### src/hw/vic_cfg.svh
`ifndef VIC_CFG_SVH
`define VIC_CFG_SVH

// ==========================================================
// register map
`define VIC_FLAG_ADDR 16'hffe0
`define VIC_MASK_ADDR 16'hffe4
`define VIC_EDGE_ADDR 16'hffec

// ==========================================================
// reset values
`define VIC_FLAG_RST 8'h00
`define VIC_MASK_RST 8'hff
`define VIC_EDGE_RST 2'h0

// ==========================================================
// field positions
`define VIC_EDGE_LSB 2
`define VIC_EDGE_MSB 3
`define VIC_WDT_BIT 0
`define VIC_PIN_BIT 1

// ==========================================================
// vector table
`define VIC_VEC_NMI 16'h0004
`define VIC_VEC_BASE 16'h0004

`endif

### src/hw/vic_pkg.sv
package vic_pkg;

  // watchdog operating mode, driven by the watchdog block
  typedef enum logic [1:0] {
    WDT_INTERVAL = 2'h0,
    WDT_MODE1    = 2'h1,
    WDT_MODE2    = 2'h2
  } wdt_mode_e;

  // valid edge for the shared interrupt pin
  typedef enum logic [1:0] {
    EDGE_FALL = 2'h0,
    EDGE_RISE = 2'h1,
    EDGE_NONE = 2'h2,
    EDGE_BOTH = 2'h3
  } edge_sel_e;

  // offer handshake toward the core
  typedef enum logic {
    OFFER_IDLE,
    OFFER_WAIT
  } offer_state_e;

endpackage

### src/hw/vectored_interrupt_controller.sv
// Function
// - watchdog NMI ignores enable and masks, beats all, vector 0004H
// - NMI or any unmasked pending request raises standby release
// - eight maskable sources: one pin, seven internal, each masked
// - simultaneous maskable requests served priority 0 first, 7 last
// - pin edge priority 1 vector 0006H; A/D priority 2 vector 0008H
// - watch timer priority 3 0x000a; timer A priority 4 0x000c
// - timer B priority 5 0x000e; key return priority 6 0x0010
// - watch interval lowest priority 7, vector 0012H
// - overflow gives NMI in mode 1, priority-0 request in interval mode
// - flags set by event or write 1, cleared by ack, reset, write 0
// - acknowledged source flag cleared before its routine starts
// - flag register at FFE0H, reset 00H, fixed bit order
// - mask register at FFE4H, same order, resets to FFH
// - mask 0 allows service, mask 1 blocks but flag still records
// - watchdog flag accessible only in interval mode; else keep cleared
// - watchdog mask bit reads undefined in watchdog modes
// - pin edges counted even when pin is an output; mask first
// - maskable ack needs flag 1, mask 0 and global enable 1
// - on ack core saves status and PC, then global enable cleared
// - edge select 00 falling, 01 rising, 11 both, 10 prohibited
// - pending request stays until it can be acknowledged
`include "vic_cfg.svh"
`timescale 1ns/1ps
`default_nettype none

module vectored_interrupt_controller
  import vic_pkg::*;
#(
  parameter int unsigned ADDR_W = 16,
  parameter int unsigned DATA_W = 8
) (
  // clock and reset
  input  wire logic              clk,
  input  wire logic              resetn,
  // register port
  input  wire logic [ADDR_W-1:0] regAddr,
  input  wire logic [DATA_W-1:0] regWdata,
  input  wire logic              regWr,
  input  wire logic              regRd,
  output logic      [DATA_W-1:0] regRdata,
  // interrupt sources
  input  wire logic              wdtOverflow,
  input  wire wdt_mode_e         wdtMode,
  input  wire logic              sharedIrqPin,
  input  wire logic              adcDone,
  input  wire logic              watchTimerEvt,
  input  wire logic              timerAMatch,
  input  wire logic              timerBMatch,
  input  wire logic              keyReturnEvt,
  input  wire logic              watchIntervalEvt,
  // core handshake
  input  wire logic              globalIrqEnable,
  input  wire logic              irqTaken,
  output logic                   irqOffer,
  output logic      [15:0]       irqVector,
  output logic                   irqIsNmi,
  output logic                   ieClear,
  output logic                   standbyRelease
);

  // ==========================================================
  // state
  logic [7:0]         flags_q;
  logic [7:0]         flags_d;
  logic [7:0]         mask_q;
  logic [1:0]         edgeSel_q;
  logic               nmiPend_q;
  logic               pinSync1_q;
  logic               pinSync2_q;
  logic               pinLast_q;
  logic [1:0]         pinFill_q;
  offer_state_e       state_q;
  logic               offer_q;
  logic [15:0]        vector_q;
  logic               isNmi_q;
  logic [2:0]         srcIdx_q;
  logic               ieClear_q;
  logic               standby_q;
  logic [DATA_W-1:0]  rdata_q;

  logic               intervalMode;
  logic               pinRise;
  logic               pinFall;
  logic               pinEdge;
  logic [7:0]         srcEvent;
  logic [7:0]         ackClr;
  logic [7:0]         wrOk;
  logic               wrFlags;
  logic [7:0]         eligible;
  logic               winAny;
  logic [2:0]         winIdx;
  logic               accept;

  assign intervalMode = (wdtMode == WDT_INTERVAL);
  assign accept       = (state_q == OFFER_WAIT) && irqTaken;
  assign wrFlags      = regWr && (regAddr == `VIC_FLAG_ADDR);

  // ==========================================================
  // shared pin synchroniser and edge detect
  always_ff @(posedge clk or negedge resetn) begin
    if (!resetn) begin
      pinSync1_q <= 1'b0;
      pinSync2_q <= 1'b0;
      pinLast_q  <= 1'b0;
    end else begin
      pinSync1_q <= sharedIrqPin;
      pinSync2_q <= pinSync1_q;
      pinLast_q  <= pinSync2_q;
    end
  end

  // no false edge from the reset values of the pin flops
  always_ff @(posedge clk or negedge resetn) begin
    if (!resetn) begin
      pinFill_q <= 2'h0;
    end else if (pinFill_q != 2'h3) begin
      pinFill_q <= pinFill_q + 2'h1;
    end
  end

  assign pinRise = (pinFill_q == 2'h3) && pinSync2_q && !pinLast_q;
  assign pinFall = (pinFill_q == 2'h3) && !pinSync2_q && pinLast_q;

  // pin level seen whatever its port direction
  always_comb begin
    case (edge_sel_e'(edgeSel_q))
      EDGE_FALL: pinEdge = pinFall;
      EDGE_RISE: pinEdge = pinRise;
      EDGE_BOTH: pinEdge = pinRise || pinFall;
      default:   pinEdge = 1'b0;
    endcase
  end

  // ==========================================================
  // source events in flag bit order
  assign srcEvent = {watchIntervalEvt, keyReturnEvt, timerBMatch,
                     timerAMatch, watchTimerEvt, adcDone, pinEdge,
                     wdtOverflow && intervalMode};

  // watchdog flag only touched by software in interval mode
  assign wrOk = {7'h7f, intervalMode};

  always_comb begin
    ackClr = 8'h00;
    if (accept && !isNmi_q) begin
      ackClr[srcIdx_q] = 1'b1;
    end
  end

  // ==========================================================
  // request flags, set beats clear
  genvar gi;
  generate
    for (gi = 0; gi < 8; gi++) begin : g_flag
      always_comb begin
        if (srcEvent[gi] || (wrFlags && wrOk[gi] && regWdata[gi])) begin
          flags_d[gi] = 1'b1;
        end else if (ackClr[gi] ||
                     (wrFlags && wrOk[gi] && !regWdata[gi])) begin
          flags_d[gi] = 1'b0;
        end else begin
          flags_d[gi] = flags_q[gi];
        end
      end
    end
  endgenerate

  always_ff @(posedge clk or negedge resetn) begin
    if (!resetn) begin
      flags_q <= `VIC_FLAG_RST;
    end else begin
      flags_q <= flags_d;
    end
  end

  // ==========================================================
  // mask and edge select registers
  always_ff @(posedge clk or negedge resetn) begin
    if (!resetn) begin
      mask_q <= `VIC_MASK_RST;
    end else if (regWr && regAddr == `VIC_MASK_ADDR) begin
      mask_q <= regWdata;
    end
  end

  always_ff @(posedge clk or negedge resetn) begin
    if (!resetn) begin
      edgeSel_q <= `VIC_EDGE_RST;
    end else if (regWr && regAddr == `VIC_EDGE_ADDR) begin
      edgeSel_q <= regWdata[`VIC_EDGE_MSB:`VIC_EDGE_LSB];
    end
  end

  // ==========================================================
  // non-maskable watchdog request
  always_ff @(posedge clk or negedge resetn) begin
    if (!resetn) begin
      nmiPend_q <= 1'b0;
    end else if (wdtOverflow && wdtMode == WDT_MODE1) begin
      nmiPend_q <= 1'b1;
    end else if (accept && isNmi_q) begin
      nmiPend_q <= 1'b0;
    end
  end

  // ==========================================================
  // fixed priority, bit 0 highest
  assign eligible = flags_q & ~mask_q;

  always_comb begin
    winAny = |eligible;
    winIdx = 3'h0;
    for (int i = 7; i >= 0; i--) begin
      if (eligible[i]) begin
        winIdx = 3'(i);
      end
    end
  end

  // ==========================================================
  // offer to the core
  always_ff @(posedge clk or negedge resetn) begin
    if (!resetn) begin
      state_q  <= OFFER_IDLE;
      offer_q  <= 1'b0;
      vector_q <= 16'h0000;
      isNmi_q  <= 1'b0;
      srcIdx_q <= 3'h0;
    end else begin
      case (state_q)
        OFFER_IDLE: begin
          if (nmiPend_q) begin
            state_q  <= OFFER_WAIT;
            offer_q  <= 1'b1;
            vector_q <= `VIC_VEC_NMI;
            isNmi_q  <= 1'b1;
          end else if (globalIrqEnable && winAny && !ieClear_q) begin
            // core enable not yet dropped while the clear pulse stands
            state_q  <= OFFER_WAIT;
            offer_q  <= 1'b1;
            // 0004H plus two per priority step
            vector_q <= `VIC_VEC_BASE
              + {12'h000, winIdx, 1'b0};
            isNmi_q  <= 1'b0;
            srcIdx_q <= winIdx;
          end
        end
        OFFER_WAIT: begin
          if (irqTaken) begin
            state_q <= OFFER_IDLE;
            offer_q <= 1'b0;
          end
        end
        default: begin
          state_q <= OFFER_IDLE;
          offer_q <= 1'b0;
        end
      endcase
    end
  end

  // global enable dropped by the core after it stacks status and PC
  always_ff @(posedge clk or negedge resetn) begin
    if (!resetn) begin
      ieClear_q <= 1'b0;
    end else begin
      ieClear_q <= accept;
    end
  end

  always_ff @(posedge clk or negedge resetn) begin
    if (!resetn) begin
      standby_q <= 1'b0;
    end else begin
      standby_q <= nmiPend_q || winAny;
    end
  end

  // ==========================================================
  // read port, data one cycle after the strobe
  always_ff @(posedge clk or negedge resetn) begin
    if (!resetn) begin
      rdata_q <= '0;
    end else if (regRd) begin
      if (regAddr == `VIC_FLAG_ADDR) begin
        rdata_q <= {flags_q[7:1], flags_q[0] && intervalMode};
      end else if (regAddr == `VIC_MASK_ADDR) begin
        // watchdog mask bit not meaningful outside interval mode
        rdata_q <= {mask_q[7:1], mask_q[0] && intervalMode};
      end else if (regAddr == `VIC_EDGE_ADDR) begin
        rdata_q <= {4'h0, edgeSel_q, 2'h0};
      end else begin
        rdata_q <= '0;
      end
    end else begin
      rdata_q <= '0;
    end
  end

  assign regRdata       = rdata_q;
  assign irqOffer       = offer_q;
  assign irqVector      = vector_q;
  assign irqIsNmi       = isNmi_q;
  assign ieClear        = ieClear_q;
  assign standbyRelease = standby_q;
endmodule

`default_nettype wire

### config.mk
export PLATFORM = sky130hd
export DESIGN_NAME = vectored_interrupt_controller
export DESIGN_NICKNAME = d
export VERILOG_FILES = /design/src/hw/vic_pkg.sv /design/src/hw/vectored_interrupt_controller.sv
export VERILOG_INCLUDE_DIRS = /design/src /design/src/hw
export SDC_FILE = /design/constraint.sdc
export NUM_CORES = 1
export LEC_CHECK = 0
export BUFFER_PORTS_ARGS = -buffer_cell sky130_fd_sc_hd__buf_2
export CAP_MARGIN = 10
export CORE_ASPECT_RATIO = 0.9
export CORE_UTILIZATION = 45
export CTS_CLUSTER_SIZE = 14
export DETAILED_ROUTE_END_ITERATION = 12
export PLACE_DENSITY = 0.71
export REMOVE_ABC_BUFFERS = 1
export SYNTH_ARGS = -nofsm -noshare
export SYNTH_HDL_FRONTEND = slang
export SYNTH_SLANG_ARGS = --single-unit
### constraint.sdc
create_clock -name clk -period 2.5 [get_ports clk]
set_input_delay 0.125 -clock clk [delete_from_list [all_inputs] [get_ports clk]]
set_output_delay 0.125 -clock clk [all_outputs]
set_load 0.02 [all_outputs]
-- After elaboration in Yosys (flattened, before gate mapping)
Cells that the tools add are included.
- reductions and logical operators: 80
- $lt $le $gt $ge: 2
- equal/unequal tests: 10
- bitwise operators: 4
- add/sub/neg operators: 2
- multiplexer cells: 46
- operators by type and width (operator ; number):
    == test 16 bit (second input constant) ; 3
    logical AND 1 bit ; 34
    two-way mux 16 bit ; 2
    two-way mux 8 bit ; 4
    two-way mux 1 bit ; 27
    two-way mux 3 bit ; 8
    nonzero test 2 bit ; 10
    logical OR 1 bit ; 18
    logical NOT 1 bit ; 12
    AND 8 bit ; 1
    NOT 8 bit ; 1
    OR reduction 8 bit ; 1
    adder 3 x 4 -> 5 bit (first input constant) ; 1
    == test 2 x 1 -> 1 bit (second input constant) ; 2
    == test 2 bit (second input constant) ; 2
    logical NOT 2 bit ; 2
    less-than comparator 3 x 4 -> 1 bit (second input constant) ; 1
    two-way mux 4 bit ; 1
    != test 2 bit (second input constant) ; 2
    case mux 1 bit (2 select lines) ; 2
    AND reduction 2 bit ; 2
    demux 1 bit (select 3 bit) ; 1
    greater-or-equal comparator 3 x 1 -> 1 bit (second input constant) ; 1
    != test 3 bit (second input constant) ; 1
    other kinds (4) ; 5
- output and inout bits: 28
- flip-flop bits (word level): 56
- bits of input ports: 40
- word-level logic and storage cells: 167

-- Logic depth before layout (Yosys ltp)
Gate-level depths: netlist (run 1).
- word-level depth: 13
- gate-level depth with buffers: 7
- mapped depth without buffers: 7

-- Worst setup path before layout (run 1)
OpenSTA, ideal clock, no wires.
- path kind: register -> register
- start: reg mask_q[4]
- end: reg vector_q[3], in the netlist irqVector[3]
- arrival: 1824 ps
- buffers on the path: 0
- setup slack: 552 ps
- period minus slack after synthesis: 1948 ps
- setup time: 124 ps
- cell stages (with the launch flop): 7
- data required time: 2376 ps
- cell sequence: dfstp_2 nor2b_1 nor4_1 nor2b_1 ha_1 and4b_1 a211o_1
- word-level cells in the longest chain between the ends: 10
- elaborated cells on any way between the ends: 15
- those cells by class: add/sub (1); mux (7); bitwise (2); reduce/logical (5)
- RTL lines (item ; RTL line ; text):
    start: declaration ; vectored_interrupt_controller.sv:66 ; logic [7:0] mask_q;
    start signal: assignment ; vectored_interrupt_controller.sv:181 ; mask_q <= `VIC_MASK_RST;
    start signal: assignment ; vectored_interrupt_controller.sv:183 ; mask_q <= regWdata;
    NOT 8 bit ; vectored_interrupt_controller.sv:209 ; assign eligible = flags_q & ~mask_q;
    AND 8 bit ; vectored_interrupt_controller.sv:209 ;
    two-way mux 3 bit (5 in a row) ; vectored_interrupt_controller.sv:215 ; if (eligible[i]) begin
    via winIdx[2] ; vectored_interrupt_controller.sv:92 ; logic [2:0] winIdx;
    adder 3 x 4 -> 5 bit (no line) ; -- ;
    two-way mux 16 bit ; vectored_interrupt_controller.sv:238 ; end else if (globalIrqEnable && winAny && !ieClear_q) begin
    two-way mux 16 bit ; vectored_interrupt_controller.sv:233 ; if (nmiPend_q) begin
    end signal: assignment ; vectored_interrupt_controller.sv:236 ; vector_q <= `VIC_VEC_NMI;
    end signal: assignment ; vectored_interrupt_controller.sv:243 ; vector_q <= `VIC_VEC_BASE
    end: declaration ; vectored_interrupt_controller.sv:75 ; logic [15:0] vector_q;
The timed path passes the listed nets, and every way through them passes these cells. The select of a mux whose other input is x is not followed.
A chain may end at the register's enable or synchronous reset.

-- Worst setup path after layout (run 1)
Same ends and word-level chain as after synthesis.

==> results of run 1 <==
[synthesized netlist by cell type (2+ instances only)]
library cell  instances
nor2b_1              13
inv_1                 2
nand2b_1              9
dfrtp_1              36
a211o_1               8
nor3_1                3
dfstp_2               8
nand2_1              12
o21ai_0              10
mux2_2               16
nor3b_1               2
ha_1                  2
a31oi_1               2
buf_4                12
clkbuf_1              3
nor2_1               15
a22oi_1               7
a21oi_1               2
nand4_1               2
and4b_1               2
nand3b_1              2
and2_1                3
[layout make-up]
class | instances | area (µm²)
Fill cell | 403 | 1962
Sequential cell | 44 | 1111
Multi-Input combinational cell | 146 | 999.7
Timing Repair Buffer | 59 | 310.3
Tap cell | 62 | 77.57
Clock buffer | 6 | 72.57
Clock inverter | 2 | 35.03
Inverter | 2 | 7.507
[flip-flops by register name, summed over array words and instances (netlist names)]
signal and cells:
edgeSel_q 2, flags_q 8, ieClear 1, irqIsNmi 1, irqOffer 1, irqVector 4, mask_q 8, nmiPend_q 1
pinFill_q 2, pinLast_q 1, pinSync1_q 1, pinSync2_q 1, regRdata 8, srcIdx_q 3, standbyRelease 1, state_q 1
[logic make-up (layout without fill, tap and decap cells)]
logic type	Yosys count	count (layout)	share of synthesized area, %
simple gates	74	74	19.83
xor+xnor	2	2	0.7911
mux	16	16	8.135
fa+ha+maj	2	2	1.130
compound gates	40	40	13.22
buf+inv	20	69	6.554
other cells	1	12	0.1693
flops	44	44	50.17
[worst min-delay path by stage]
stage                               end  slack (ns)
3_3_place_gp       pinSync1_q$_DFF_PN0_        0.23
4_1_cts          flags_q[7]$_DFFE_PN0P_       0.004
5_1_grt          flags_q[7]$_DFFE_PN0P_       0.009
6_report         flags_q[6]$_DFFE_PN0P_        0.01
3_5_place_dp       pinSync1_q$_DFF_PN0_        0.24
2_1_floorplan  edgeSel_q[0]$_DFFE_PN0P_       -0.17
[stage by stage]
step	hold WS, ns	instances
floorplan	-0.1706	192
global placement	0.2327	311
detailed placement	0.2372	311
CTS	0.003693	321
global route	0.008590	321
finish	0.01034	321
[where the power goes]
| part | internal [mW] | total (mW) | switching (mW) |
|---|---|---|---|
| registers | 0.796 | 0.904 | 0.108 |
| logic | 0.177 | 0.406 | 0.229 |
| clock network | 0.297 | 0.534 | 0.237 |
| total | 1.27 | 1.84 | 0.574 |
[metal layers]
| layer | track usage, % | up-vias | routed length [µm] |
|---|---|---|---|
| met2 | 29.66 | 49 | 2115 |
| met5 | 0 | - | 0 |
| met3 | 4.079 | 5 | 194 |
| li1 | - | 800 | - |
| met4 | 7.212 | 0 | 54 |
| met1 | 27.23 | 754 | 2308 |
==> results.md, run 1 <==
- Power, Total: between 1.5 and 2 mW
- Worst Skew: about 0.0064 ns
- First-pass GRT wire length: 7479 µm
- Clock sinks: 44
- FF-to-FF setup slack: between 0.4 and 0.5 ns
- Fin util: 57.12%
- Grt ovf: 0
- CP Capture Type: flop
- Most frequent cell on the critical path: nor2b_1
- Seq/Total Area, Yosys: 50.17%
- Clock-pin slew on the worst setup and hold paths: roughly 0.080 ns
- GRT Util Overall: roughly a fifth
- PnR worst setup slack: ~0.43 ns
- Drt first pass iters: 4
- DP HPWL: around 3500 µm
- Clock root buffer: clkbuf_8
- Worst Setup SP: mask_q[4]$_DFFE_PN1P_
- DR vias/cell: between 5 and 6
- Post-synth top area cell: dfrtp_1
- Slew @ Worst Pin: 0.9494 ns
- DRC viols: 0
- Via count: between 1,500 and 2,000
- Row Count: 23
- Initial antenna violation count: 0
- Layout Nets: 300
- Most common cell after layout, fill and taps aside: buf_2
- RSZ-0062 raised after global routing: no
- Worst-case vdd ir drop: roughly 370 µV
- Post-cts gate resize count: 0
- Clock Latency Late Sink: ~0.29 ns
- TritonCTS Buffers: 5
- GPL Wtd Cong: between 0.8 and 0.9
- Library cells used by synthesis: 50
- CTS Buffer Depth: 2
- Chip width: about 76 µm
- Largest net degree at the start of global routing: 45
- Worst min-delay path class: input port to flop
- Endpoints failing setup: 0
- Crit path capture: irqVector[3]$_DFFE_PN0P_
- Worst path buffer plus inverter count: 0
- Vias in the first global route: approximately 1,500
- WHS Path Cells: 2
- Antenna violation net count after detailed routing: 0
- Largest driver fanout on the critical path: 3
- Worst flop-to-flop path startpoint: mask_q[4]$_DFFE_PN1P_
- Die Area: 5206 µm²
- Warnings from Yosys: 0
- Levels on crit path: 6
- Mapped Area: about 2200 µm²
- Routed wire length: ~4700 µm
- Crit-path max cell delay: 0.55 ns
- Required @ worst endpoint: approximately 2.7 ns
- Worst slew margin: 36.71%
- Initial DRC count: 73
- Setup Crit Path Kind: flop to flop
- Syn avg cell area: 11.13 µm²
- Die height: 68.55 µm
- Commonest cells after routing, fill and taps aside: buf_2 (55), dfrtp_1 (36), mux2_2 (16)
- Crit share post-route: between 80% and 90%
- Design area: roughly 2600 µm²
- N_diodes: 0
- Min-delay src: keyReturnEvt
- Crit-path slowest cell: dfstp_2
- Power per cell area: 705.4 nW/µm²
- Initial core utilization: between 40% and 50%
- Fmax: 482.3 MHz
- EDFF count, synth: 0
- Data arrival, critical path: about 2.3 ns
- Cells after synthesis: roughly 200
- IO Pins: 68
- Slew Limit Fails: 0
- Final Hold Viols: 0
- Area share of the largest cell type after synthesis: a little over 40%
- Worst slack, placed: ~0.45 ns
- Fin crit period: approximately 2.1 ns
- Outcome: finished clean
- Dominant cells by area after synthesis: dfrtp_1 (41%), dfstp_2 (9.5%), mux2_2 (8.1%), buf_4 (4.1%), nor2b_1 (3.7%)
- Crit path launch type: flop
- Cell leakage power: 1.205 nW
- Drt wl/cell: 14.55 µm
- Ys async rst share: between 90% and 100%
- Cell type group with the largest total delay on the critical path: simple AND/OR/NAND/NOR gates
- Share of layout cells above drive strength 1: 36.68%
- Worst reg2reg endpoint: irqVector[3]$_DFFE_PN0P_
- Depth of the worst register-to-register path: 6
- Post-DP Area: around 2500 µm²
- Number of max-cap violations: 0
- Synthesis-stage register bit count: 44
- Area Growth Syn to Fin: 18.02%
- CTS tree: done
- Final setup TNS: 0 ns
- CORE AREA: 4576 µm²
- PortBufs: 55
- Crit-path cells: nor2b_1, nor4_1, nor2b_1, ha_1, and4b_1, a211o_1
- Post-CTS setup buffer count: 0
- H-tree level count: 2
- Main synth FF type: dfrtp_1
- CTS Hold Bufs: 2
(Power assumes the default switching activity.)
==> run 2: changes to the inputs <==
--- a/config.mk
+++ b/config.mk
@@ -12,7 +12,7 @@
 export CORE_UTILIZATION = 45
 export CTS_CLUSTER_SIZE = 14
 export DETAILED_ROUTE_END_ITERATION = 12
-export PLACE_DENSITY = 0.71
+export PLACE_DENSITY = 0.74
 export REMOVE_ABC_BUFFERS = 1
 export SYNTH_ARGS = -nofsm -noshare
 export SYNTH_HDL_FRONTEND = slang
==> constraint.sdc (replaced) <==
create_clock -name clk -period 1.85 [get_ports clk]
set_input_delay 0.0925 -clock clk [delete_from_list [all_inputs] [get_ports clk]]
set_output_delay 0.0925 -clock clk [all_outputs]
set_load 0.02 [all_outputs]
==> run 2 against run 1 <==
Against the previous run:
- the flow now finishes with violations (negative setup slack)
- register-to-register slack got worse by 0.50 ns
- final area rose by 15%
- wire length rose by 13%
- critical endpoint unchanged
- worst setup slack got worse by 0.50 ns
- critical path type unchanged
- largest power group unchanged
==> results.md, run 2 (synthesis gave the netlist of run 1 again) <==
- Outcome: finished with violations
- Violated checks: negative setup slack
- Crit path launch type: flop
- Most common cell after layout, fill and taps aside: buf_2
- Initial core utilization: ~48%
- Row Count: 23
- Grt ovf: 0
- Final setup TNS: -0.07460 ns
- Commonest cells after routing, fill and taps aside: buf_2 (55), dfrtp_1 (36), buf_4 (22)
- Cells after DPL: ~330
- Routed wire length: around 5300 µm
- H-tree level count: 2
- Worst min-delay path class: input port to flop
- CTS Buffer Depth: 2
- Initial DRC count: between 100 and 150
- Worst slack, placed: -0.08700 ns
- Fillers: 348
- Antenna violation net count after detailed routing: 0
- Largest net degree at the start of global routing: 26
- Final Hold Viols: 0
- Initial antenna violation count: 0
- Share of layout cells above drive strength 1: a little under half
- Clock sinks: 44
- Worst-case vdd ir drop: about 560 µV
- Largest driver fanout on the critical path: 2
- Chip width: ~76 µm
- TritonCTS Buffers: 5
- Drt wl/cell: ~15 µm
- Via count: 1,825
- CTS tree: done
- Power per cell area: between 900 and 1000 nW/µm²
- IO Pins: 68
- Required @ worst endpoint: 2.04 ns
- DR vias/cell: a little over 5
- Die Area: around 5200 µm²
- Hold slack: roughly 0.015 ns
- N_diodes: 0
- GPL Wtd Cong: 0.8324
- DRC viols: 0
- GRT Util Overall: 20.64%
- First-pass GRT wire length: 8010 µm
- Final non-filler cell total: between 300 and 400
- PnR worst setup slack: -0.07460 ns
- DP HPWL: ~3600 µm
- Number of max-cap violations: 0
- Clock root buffer: clkbuf_8
- Fmax: 519.6 MHz
- Die height: about 70 µm
- Clock-pin slew on the worst setup and hold paths: around 0.080 ns
- Min-delay src: regWdata[5]
- CP Capture Type: flop
- Worst flop-to-flop path startpoint: mask_q[5]$_DFFE_PN1P_
- CORE AREA: ~4600 µm²
- Setup Crit Path Kind: flop to flop
- RSZ-0062 raised after global routing: yes
- Crit share post-route: 104.0%
- Worst Skew: 0.005669 ns
- Data arrival, critical path: around 2.1 ns
- Area Growth Syn to Fin: 35.54%
- PortBufs: between 50 and 60
- Worst Setup SP: mask_q[5]$_DFFE_PN1P_
- Layout Nets: around 330
- Vias in the first global route: around 1,700
- Slew Limit Fails: 0
- Cell leakage power: 1.433 nW
- Fin crit period: ~1.9 ns
- Drt first pass iters: 4
- Endpoints failing setup: 1
- Clock Latency Late Sink: approximately 0.30 ns
run 2: routing by layer:
| layer | wire (µm) | part of all wire [%] | vias to the layer above | GRT usage [%] |
|---|---|---|---|---|
| li1 | - | - | 869 | - |
| met1 | 2479 | 47 | 889 | 27.78 |
| met2 | 2449 | 47 | 58 | 33.86 |
| met3 | 259 | 4.9 | 9 | 4.342 |
| met4 | 72 | 1.4 | 0 | 7.212 |
| met5 | 0 | 0 | - | 0 |
run 2: path summary, 6_finish.rpt:
check | cells after the start | endpoint | slack [ns]
setup / recovery | 8 | irqVector[3]$_DFFE_PN0P_ | -0.07
hold / removal | 2 | flags_q[5]$_DFFE_PN0P_ | 0.01
setup reg to reg | 8 | irqVector[3]$_DFFE_PN0P_ | -0.07
max in group asynchronous | 3 | mask_q[0]$_DFFE_PN1P_ | 1.00
hold reg to reg | 0 | pinSync2_q$_DFF_PN0_ | 0.35
min in group asynchronous | 2 | flags_q[5]$_DFFE_PN0P_ | 0.28
run 2: repair_timing:
item / CTS / global route
resized for setup: 4 / 17
setup endpoints to repair: 4 / 5
hold endpoints to repair: 22 / 0
pin swaps: 5 / 6
hold buffers: 8 / 0
setup buffers: 2 / 3
run 2: stage by stage:
step	utilization (%)	power [mW]	instance area [µm²]
floorplan	-	1.560	2118
global placement	58.16	1.843	2661
detailed placement	58.16	1.857	2661
CTS	63.41	2.707	2902
global route	65.60	2.901	3002
finish	65.60	2.775	3002
run 2: critical path, stage by stage, from the launching register on:
cell and delay (ns):
dfstp_2 0.56, nor2b_4 0.04, buf_4 0.13, nor2_2 0.07, o21ai_1 0.07, a31oi_1 0.25, ha_1 0.28, and4b_1 0.18
a211o_1 0.23
run 2: cell type report:
type                       instances  area, µm²  share of cell area, %
clock buffer                       7      96.34                  3.210
inverter                           2      7.507                 0.2501
tap                               62      77.57                  2.584
multi-input combinational        146       1076                  35.85
timing repair buffer              90      603.1                  20.09
sequential                        44       1111                  37.02
clock inverter                     1      30.03                  1.000
run 2: report_power, final:
| group | internal, mW | total [mW] | switching [mW] |
|---|---|---|---|
| combinational | 0.367 | 0.788 | 0.421 |
| clock | 0.476 | 0.805 | 0.328 |
| sequential | 1.08 | 1.18 | 0.107 |
